**src/emp_port_map.vh**
```
// Operation
// - Address held when no external access
// - Data bus floats while grant asserted
// - Program select only on program accesses
// - Data select only on data accesses
// - Space selector marks X or Y
// - Read strobe on external reads
// - Write strobe on external writes
// - Control outputs tri-stated during reset
// - Bus request floats port after instruction
// - Grant asserted only after port released
// - Wait input stretches access while asserted
// - Grant pin becomes bus strobe
// - Mode pins latched when reset ends
// - Mode pins become interrupt inputs later
// - Interrupts level or falling-edge selectable
// - Software may change latched mode
// - Reset initialises; mode pins stay inputs
`ifndef EMP_PORT_MAP_VH
`define EMP_PORT_MAP_VH
`define EMP_ADDR_W 16
`define EMP_DATA_W 24
`define EMP_MODE_W 8
`define EMP_MODE_RST 8'h00
`define EMP_MODE_BUS_STROBE 7
`define EMP_MODE_A 0
`define EMP_MODE_B 1
`define EMP_ACCESS_CYC 1
`endif

```
**src/emp_port.v**
```verilog
`timescale 1ns/10ps
`default_nettype none
`include "emp_port_map.vh"
module emp_port #(
    parameter ADDR_W = `EMP_ADDR_W,
    parameter DATA_W = `EMP_DATA_W
) (
    input wire clk_sys_i,
    input wire nrst_i,
    input wire req_valid_i,
    input wire req_write_i,
    input wire req_prog_i,
    input wire req_y_i,
    input wire [ADDR_W-1:0] req_addr_i,
    input wire [DATA_W-1:0] req_wdata_i,
    input wire instr_end_i,
    input wire mode_wr_i,
    input wire [`EMP_MODE_W-1:0] mode_wdata_i,
    input wire [1:0] irq_edge_sel_i,
    input wire irq_ack_i,
    input wire mode_select_a_i,
    input wire mode_select_b_i,
    input wire bus_request_in_n_i,
    input wire [DATA_W-1:0] data_i,
    output reg req_ready_o,
    output reg [DATA_W-1:0] rdata_o,
    output reg rdata_valid_o,
    output reg [`EMP_MODE_W-1:0] operating_mode_reg_o,
    output reg [1:0] ext_irq_o,
    output reg [ADDR_W-1:0] addr_o,
    output reg addr_oe_o,
    output reg [DATA_W-1:0] data_o,
    output reg data_oe_o,
    output reg program_space_select_n_o,
    output reg data_space_select_n_o,
    output reg x_not_y_o,
    output reg read_strobe_n_o,
    output reg write_strobe_n_o,
    output reg ctrl_oe_o,
    output reg bus_grant_out_n_o,
    output reg bus_grant_oe_o
);
    localparam ST_IDLE = 4'b0001;
    localparam ST_ACC = 4'b0010;
    localparam ST_REL = 4'b0100;
    localparam ST_GNT = 4'b1000;

    reg [3:0] state_q;
    reg in_reset_q;
    reg [1:0] irq_prev_q;
    reg [1:0] irq_edge_q;
    reg cur_write_q;
    wire strobe_mode;
    wire req_bus;
    wire [1:0] irq_pins;

    // Falling-edge latch per pin; a new edge wins over an acknowledge in the same cycle
    function [1:0] emp_edge_next;
        input [1:0] held;
        input ack;
        input [1:0] prev;
        input [1:0] pins;
        begin
            emp_edge_next = (held & {2{~ack}}) | (prev & ~pins);
        end
    endfunction

    assign strobe_mode = operating_mode_reg_o[`EMP_MODE_BUS_STROBE];
    assign req_bus = ~bus_request_in_n_i & ~strobe_mode;
    assign irq_pins = {mode_select_b_i, mode_select_a_i};

    always @(posedge clk_sys_i) begin
        if (!nrst_i) begin
            state_q <= ST_IDLE;
            in_reset_q <= 1'b1;
            operating_mode_reg_o <= `EMP_MODE_RST;
            irq_prev_q <= 2'b11;
            irq_edge_q <= 2'b00;
            ext_irq_o <= 2'b00;
            cur_write_q <= 1'b0;
            req_ready_o <= 1'b0;
            rdata_o <= {DATA_W{1'b0}};
            rdata_valid_o <= 1'b0;
            addr_o <= {ADDR_W{1'b0}};
            addr_oe_o <= 1'b0;
            data_o <= {DATA_W{1'b0}};
            data_oe_o <= 1'b0;
            program_space_select_n_o <= 1'b1;
            data_space_select_n_o <= 1'b1;
            x_not_y_o <= 1'b1;
            read_strobe_n_o <= 1'b1;
            write_strobe_n_o <= 1'b1;
            ctrl_oe_o <= 1'b0;
            bus_grant_out_n_o <= 1'b1;
            bus_grant_oe_o <= 1'b0;
        end else begin
            in_reset_q <= 1'b0;
            rdata_valid_o <= 1'b0;
            req_ready_o <= 1'b0;
            if (in_reset_q) begin
                // First cycle after release: capture mode straps
                operating_mode_reg_o[`EMP_MODE_A] <= mode_select_a_i;
                operating_mode_reg_o[`EMP_MODE_B] <= mode_select_b_i;
                irq_prev_q <= irq_pins;
                addr_oe_o <= 1'b1;
                ctrl_oe_o <= 1'b1;
                bus_grant_oe_o <= 1'b1;
            end else begin
                if (mode_wr_i) begin
                    operating_mode_reg_o <= mode_wdata_i;
                end
                irq_prev_q <= irq_pins;
                // Edge latch: set wins over acknowledge
                irq_edge_q <= emp_edge_next(irq_edge_q, irq_ack_i, irq_prev_q, irq_pins);
                ext_irq_o <= (irq_edge_sel_i
                              & emp_edge_next(irq_edge_q, irq_ack_i, irq_prev_q, irq_pins))
                             | (~irq_edge_sel_i & ~irq_pins);
                case (state_q)
                    ST_IDLE: begin
                        if (req_bus && instr_end_i) begin
                            state_q <= ST_REL;
                            addr_oe_o <= 1'b0;
                            data_oe_o <= 1'b0;
                            ctrl_oe_o <= 1'b0;
                        end else if (req_valid_i) begin
                            state_q <= ST_ACC;
                            cur_write_q <= req_write_i;
                            addr_o <= req_addr_i;
                            data_o <= req_wdata_i;
                            data_oe_o <= req_write_i;
                            program_space_select_n_o <= ~req_prog_i;
                            data_space_select_n_o <= req_prog_i;
                            x_not_y_o <= req_prog_i | ~req_y_i;
                            read_strobe_n_o <= req_write_i;
                            write_strobe_n_o <= ~req_write_i;
                            bus_grant_out_n_o <= ~strobe_mode;
                        end
                    end
                    ST_ACC: begin
                        // Wait pin holds the cycle open in strobe mode
                        if (!(strobe_mode && !bus_request_in_n_i)) begin
                            state_q <= ST_IDLE;
                            req_ready_o <= 1'b1;
                            rdata_o <= data_i;
                            rdata_valid_o <= ~cur_write_q;
                            data_oe_o <= 1'b0;
                            program_space_select_n_o <= 1'b1;
                            data_space_select_n_o <= 1'b1;
                            read_strobe_n_o <= 1'b1;
                            write_strobe_n_o <= 1'b1;
                            bus_grant_out_n_o <= 1'b1;
                        end
                    end
                    ST_REL: begin
                        state_q <= ST_GNT;
                        bus_grant_out_n_o <= 1'b0;
                    end
                    ST_GNT: begin
                        if (!req_bus) begin
                            state_q <= ST_IDLE;
                            bus_grant_out_n_o <= 1'b1;
                            addr_oe_o <= 1'b1;
                            ctrl_oe_o <= 1'b1;
                        end
                    end
                    default: state_q <= ST_IDLE;
                endcase
            end
        end
    end
endmodule // emp_port
`default_nettype wire

```
**config.mk**
```make
export PLATFORM = sky130hd
export DESIGN_NAME = emp_port
export DESIGN_NICKNAME = d
export VERILOG_FILES = /design/src/emp_port.v
export VERILOG_INCLUDE_DIRS = /design/src
export SDC_FILE = /design/constraint.sdc
export NUM_CORES = 1
export LEC_CHECK = 0
export BUFFER_PORTS_ARGS = -buffer_cell sky130_fd_sc_hd__buf_2
export CELL_PAD_IN_SITES_DETAIL_PLACEMENT = 1
export CELL_PAD_IN_SITES_GLOBAL_PLACEMENT = 1
export CORE_MARGIN = 2
export CORE_UTILIZATION = 33
export DETAILED_ROUTE_END_ITERATION = 7
export GPL_TIMING_DRIVEN = 1
export PLACE_DENSITY_LB_ADDON = 0.1
export SETUP_SLACK_MARGIN = 0.5
export SYNTH_ARGS = -nofsm -noshare
export SYNTH_HDL_FRONTEND = slang
export SYNTH_SLANG_ARGS = --single-unit
```
**constraint.sdc**
```tcl
create_clock -name clk_sys_i -period 2.3 [get_ports clk_sys_i]
set_clock_uncertainty 0.1 [all_clocks]
set_input_delay 0.23 -clock clk_sys_i [delete_from_list [all_inputs] [get_ports clk_sys_i]]
set_output_delay 0.23 -clock clk_sys_i [all_outputs]
set_load 0.05 [all_outputs]
```
# Yosys cells after proc, flatten, opt, wreduce, memory -nomap -nowiden
# Index checks and enable logic that the tools add are counted.
# Widths: inputs -> output; s select.
op_classes:
  add_sub_neg: 0
  n_mul: 0
  n_div: 0
  order_cmp: 0
  n_eq_ne: 11
  n_shift: 0
  n_mux: 32
  bitwise: 22
  reduce_logical: 17
op_table:
  columns: ["op", "n"]
  rows:
  - ["$mux 1", 18]
  - ["$mux 4", 4]
  - ["$pmux 4 s4", 1]
  - ["$not 1->1", 12]
  - ["$pmux 1 s2", 6]
  - ["$reduce_and 4->1", 3]
  - ["$ne 3x3->1 const B", 3]
  - ["$and 2x2->2", 4]
  - ["$ne 2x2->1 const B", 4]
  - ["$reduce_and 3->1", 2]
  - ["$reduce_and 6->1", 1]
  - ["$reduce_and 5->1", 1]
  - ["$eq 4x1->1 const B", 1]
  - ["$eq 4x2->1 const B", 1]
  - ["$eq 4x3->1 const B", 1]
  - ["$eq 4x4->1 const B", 1]
  - ["$mux 2", 2]
  - ["$not 2->2", 2]
  - ["$or 2x2->2", 2]
  - ["$pmux 1 s4", 1]
  - ["$reduce_bool 2->1", 2]
  - ["$reduce_bool 4->1", 1]
  - ["$reduce_or 4->1", 1]
  - ["$reduce_bool 3->1", 1]
  - ["6 further kinds", 7]
word_totals:
  regBits: 95
  latch_bits: 0
  mem_bits_rw: 0
  rom_bits: 0
  inputBits: 86
  out_inout_bits: 86
  n_memories: 0

# Depth between registers and ports, before layout
depth:
  depth_word: 6
  ltp_mapped: 7
  depth_no_buf: 4

# Least setup slack after synthesis
# No wires, ideal clock.
synth_timing:
  kind: "register to register"
  start: "register operating_mode_reg_o[7]"
  end: "register state_q[1]"
  setup_ps: 119
  t_arrival_ps: 1733
  required_time_ps: 2081
  slack_ps: 348
  stages_incl_launch_ff: 5
  path_cell_list: "dfxtp_1 or3b_1 a2111oi_4 nor3_1 o221a_2"
synth_via:
  elab_chain_cells: 5
  word_cells_on_any_way: 10
synth_lines:
  columns: ["element", "line_no", "source"]
  rows:
  - ["start, declared", "emp_port.v:28", "output reg [`EMP_MODE_W-1:0] operating_mode_reg_o,"]
  - ["start signal, assigned", "emp_port.v:76", "operating_mode_reg_o <= `EMP_MODE_RST;"]
  - ["start signal, assigned by index", "emp_port.v:102", "operating_mode_reg_o[`EMP_MODE_A] <= mode_select_a_i;"]
  - ["start signal, assigned by index", "emp_port.v:103", "operating_mode_reg_o[`EMP_MODE_B] <= mode_select_b_i;"]
  - ["$not 1->1", "emp_port.v:69", "assign req_bus = ~bus_request_in_n_i & ~strobe_mode;"]
  - ["$and 1x1->1", "emp_port.v:69", null]
  - ["$logic_and 1x1->1", "emp_port.v:120", "if (req_bus && instr_end_i) begin"]
  - ["$ne 3x3->1 (no line) / $mux 4 (equally long branches)", null, null]
  - ["$reduce_and 4->1 (no line) / $pmux 4 s4 (equally long branches)", null, null]
  - ["end signal, assigned", "emp_port.v:74", "state_q <= ST_IDLE;"]
  - ["end signal, assigned", "emp_port.v:121", "state_q <= ST_REL;"]
  - ["end signal, assigned", "emp_port.v:126", "state_q <= ST_ACC;"]
  - ["end, declared", "emp_port.v:48", "reg [3:0] state_q;"]
# Several ways; a longest one is shown, not always the timed one.
# A chain may end at the register's enable or synchronous reset.

# Worst setup path in the final report
layout_timing:
  start: "register state_q[3]"
  end: "register state_q[1]"
layout_via:
  elab_chain_cells: 3
  word_cells_on_any_way: 9
layout_lines:
  columns: ["element", "line_no", "source"]
  rows:
  - ["$eq 4x1->1, or another cell as far along", "emp_port.v:118", "case (state_q)"]
  - ["$ne 3x3->1 (no line) / $ne 2x2->1 (equally long branches)", null, null]
  - ["$reduce_and 4->1 (no line)", null, null]
# Several ways; a longest one is shown, not always the timed one.

==> metrics.cfg <==
[logic_synthesis]
yosys.area_share.xor_xnor_pct = 0.241
synth_area_leaders = dfxtp_1 52%, mux2i_1 9.7%, nand2_1 9.5%
synth_area_um2 = 3630
ys_seq_area_share_pct = 52.4
synth_top_family_by_area = simple AND/OR/NAND/NOR gates
synth_simple_gate_area_share_pct = 20.3
ys_ff_latch = 95
synth_fa_ha_area_share_pct = 0
netlist_instances = 413
synth_top_cell_by_area = dfxtp_1
muxShareOfSynthArea_pct = 10.3
synth_cell_types = 42
ys_warn_count = 0
netlist.area_leader.share_pct = 52.4
synth_compound_area_share_pct = 11.7
syn_avg_cell_area_um2 = 8.79
synth_nets = 499

[power_and_ir_drop]
clockPowerShare_pct = 31.2
p_leak_uw = 0.00238
power_density_nw_per_um2 = 653
combPwrFrac_pct = 18.3
ir_worst_vdd_mv = 0.326
p_int_uw = 2440
power_frac_seq_pct = 50.5
switching_share_pct = 29.7
p_sw_uw = 1030

[job]
maxCapViolations = 0

[global_routing]
grt_max_degree = 43
gr-total-overflow = 0
grt_pass1_vias = 3635
grt_pass1_wl_um = 17100
grt.total_usage_pct = 18.2
antenna_found_initial = 0

[sta]
hold_viol = 0
fmax_ghz = 0.552
maxSlewHeadroom_pct = 55.3
fin_crit_sh_pct = 78.8
finalWorstPathRequiredPeriod_ns = 1.81
rsz0062_at_grt = yes
finalMaxSlewViolations = 0
tns_ns = 0
setup_violations = 0
worstMarginPinSlew_ns = 0.669

[layout]
nets = 706
fillers = 1341
layout-drive-gt1-share_pct = 35.4
final_util_pct = 49.2
layout_common_cells = 171 x buf_2, 92 x nand2_1, 89 x dfxtp_1, 55 x a21oi_1, 48 x nor2_1
antenna_cells = 0
synthToLayoutAreaGrowth_pct = 46.4
layout_commonest_cell = buf_2

[placement]
io_buffer_count = 171
gp_congestion = 0.837
dpl.hpwl_um = 7430

[clocking]
htreeDepth = 3
clk_path_buf_depth = 2
cts_sinks = 95
path_clk_slew_ns = 0.09
clock_tree.root_cell = clkbuf_8
cts_buffers = 9
worstSkewPairLatency_ns = 0.35
cts_tree = built

[die]
die_x_um = 109
start_util_pct = 33.6
row_count = 38
io_pins = 172
core_um2 = 10800
dieArea_um2 = 11900
die_h_um = 109

[status]
status = finished, final reports clean

[routing]
routedWlPerCell_um = 14.7
drc = 0
dr_total_vias = 3616
ant_nets = 0
vias_per_cell = 4.73
dr.pass1.iters = 4
drtIter0Drc = 94
drt-total-wl_um = 11300

[critical_path]
worst_setup_path_start_kind = register
timing_worst_setup_path_type = reg -> reg
crit_fanout = 6
crit_arrival_ns = 2.00
r2r_slack_ns = 0.49
cp-end-kind = register
critPathRequiredTime_ns = 2.49

[min_path]
hold_path_class = in -> reg

-- final cells by class --
class	instances	area (um^2)	share of cell area, %
Tap cell	140	175	3.30
Inverter	8	31.3	0.589
Clock buffer	10	128	2.40
Timing Repair Buffer	226	1420	26.8
Sequential cell	95	1920	36.1
Multi-Input combinational cell	280	1570	29.6
Clock inverter	6	61.3	1.15
-- cell families after synthesis --
| logic type | Yosys count |
|---|---|
| mux | 37 |
| compound gates | 74 |
| xor+xnor | 1 |
| simple gates | 168 |
| buf+inv | 38 |
| flops | 95 |
-- sequential cells by signal, summed over array words and instances (netlist names), 2 cells and up --
| register | cells |
|---|---|
| addr_o | 16 |
| data_o | 24 |
| ext_irq_o | 2 |
| irq_edge_q | 2 |
| irq_prev_q | 2 |
| operating_mode_reg_o | 8 |
| rdata_o | 24 |
| state_q | 4 |
-- routing by layer --
layer	routed length (um)	GRT usage [%]	share of wire, %
met2	5360	30.6	48
met3	964	6.28	8.6
met5	0	0	0
met4	244	7.23	2.2
met1	4700	21.3	42
-- worst max-delay path: stages, from the launching register on --
cell and delay, ns:
dfxtp_4 0.42, or3b_4 0.42, a2111oi_4 0.42, or2_1 0.21
o221a_2 0.20
-- stage by stage --
| step | instances | setup slack, ns | cell area [um^2] | hold WS (ns) | total power [uW] |
|---|---|---|---|---|---|
| after floorplan | 413 | 0.524 | 3630 | 0.231 | 2160 |
| after global placement | 700 | 0.386 | 4590 | 0.339 | 2340 |
| after detailed placement | 700 | 0.324 | 4590 | 0.347 | 2350 |
| after CTS | 762 | 0.478 | 5250 | 0.0000160 | 3510 |
| after global routing | 765 | 0.415 | 5310 | 0.00548 | 3630 |
| final | 765 | 0.488 | 5310 | 0.00942 | 3470 |
-- power groups by stage --
| stage | clock (uW) | combinational, uW | sequential (uW) |
|---|---|---|---|
| 2_1_floorplan | 0 | 197 | 1960 |
| 3_3_place_gp | 0 | 553 | 1790 |
| 3_5_place_dp | 0 | 562 | 1790 |
| 4_1_cts | 1140 | 625 | 1750 |
| 5_1_grt | 1190 | 687 | 1760 |
| 6_report | 1080 | 636 | 1750 |
-- repair_timing --
action	CTS	global route
resized for setup	9	8
setup endpoints to repair	74	61
hold endpoints to repair	40	0
buffers inserted	6	2
cloned	0	1
hold buffers	40	0
pin swaps	3	4
-- synthesized netlist by cell type, drive strengths merged --
| cell type | instances |
|---|---|
| o21ai | 8 |
| o221a | 1 |
| a211oi | 2 |
| nor3b | 2 |
| nor4b | 3 |
| a21oi | 56 |
| a211o | 1 |
| nor2b | 2 |
| o32a | 1 |
| mux2i | 35 |
| o211a | 1 |
| clkinv | 2 |
| nor3 | 4 |
| a31oi | 3 |
| mux2 | 2 |
| nand3b | 1 |
| or4b | 1 |
| inv | 6 |
| or2 | 1 |
| and2 | 1 |
| dfxtp | 95 |
| a2111oi | 1 |
| nand2b | 4 |
| nor2 | 48 |
| or3b | 2 |
| buf | 18 |
| nand2 | 92 |
| nand4 | 2 |
| or3 | 1 |
| xor2 | 1 |
| nor4 | 1 |
| clkbuf | 12 |
| nand3 | 2 |
| and4 | 1 |
-- path summary, 6_finish.rpt --
kind | cells past startpoint | startpoint | endpoint
min reg2reg | 2 | data_o[17] | data_o[17]
min | 2 | mode_select_b_i | irq_prev_q[1]
max reg2reg | 4 | state_q[3] | state_q[1]
max | 4 | state_q[3] | state_q[1]
(Power assumes the default switching activity.)
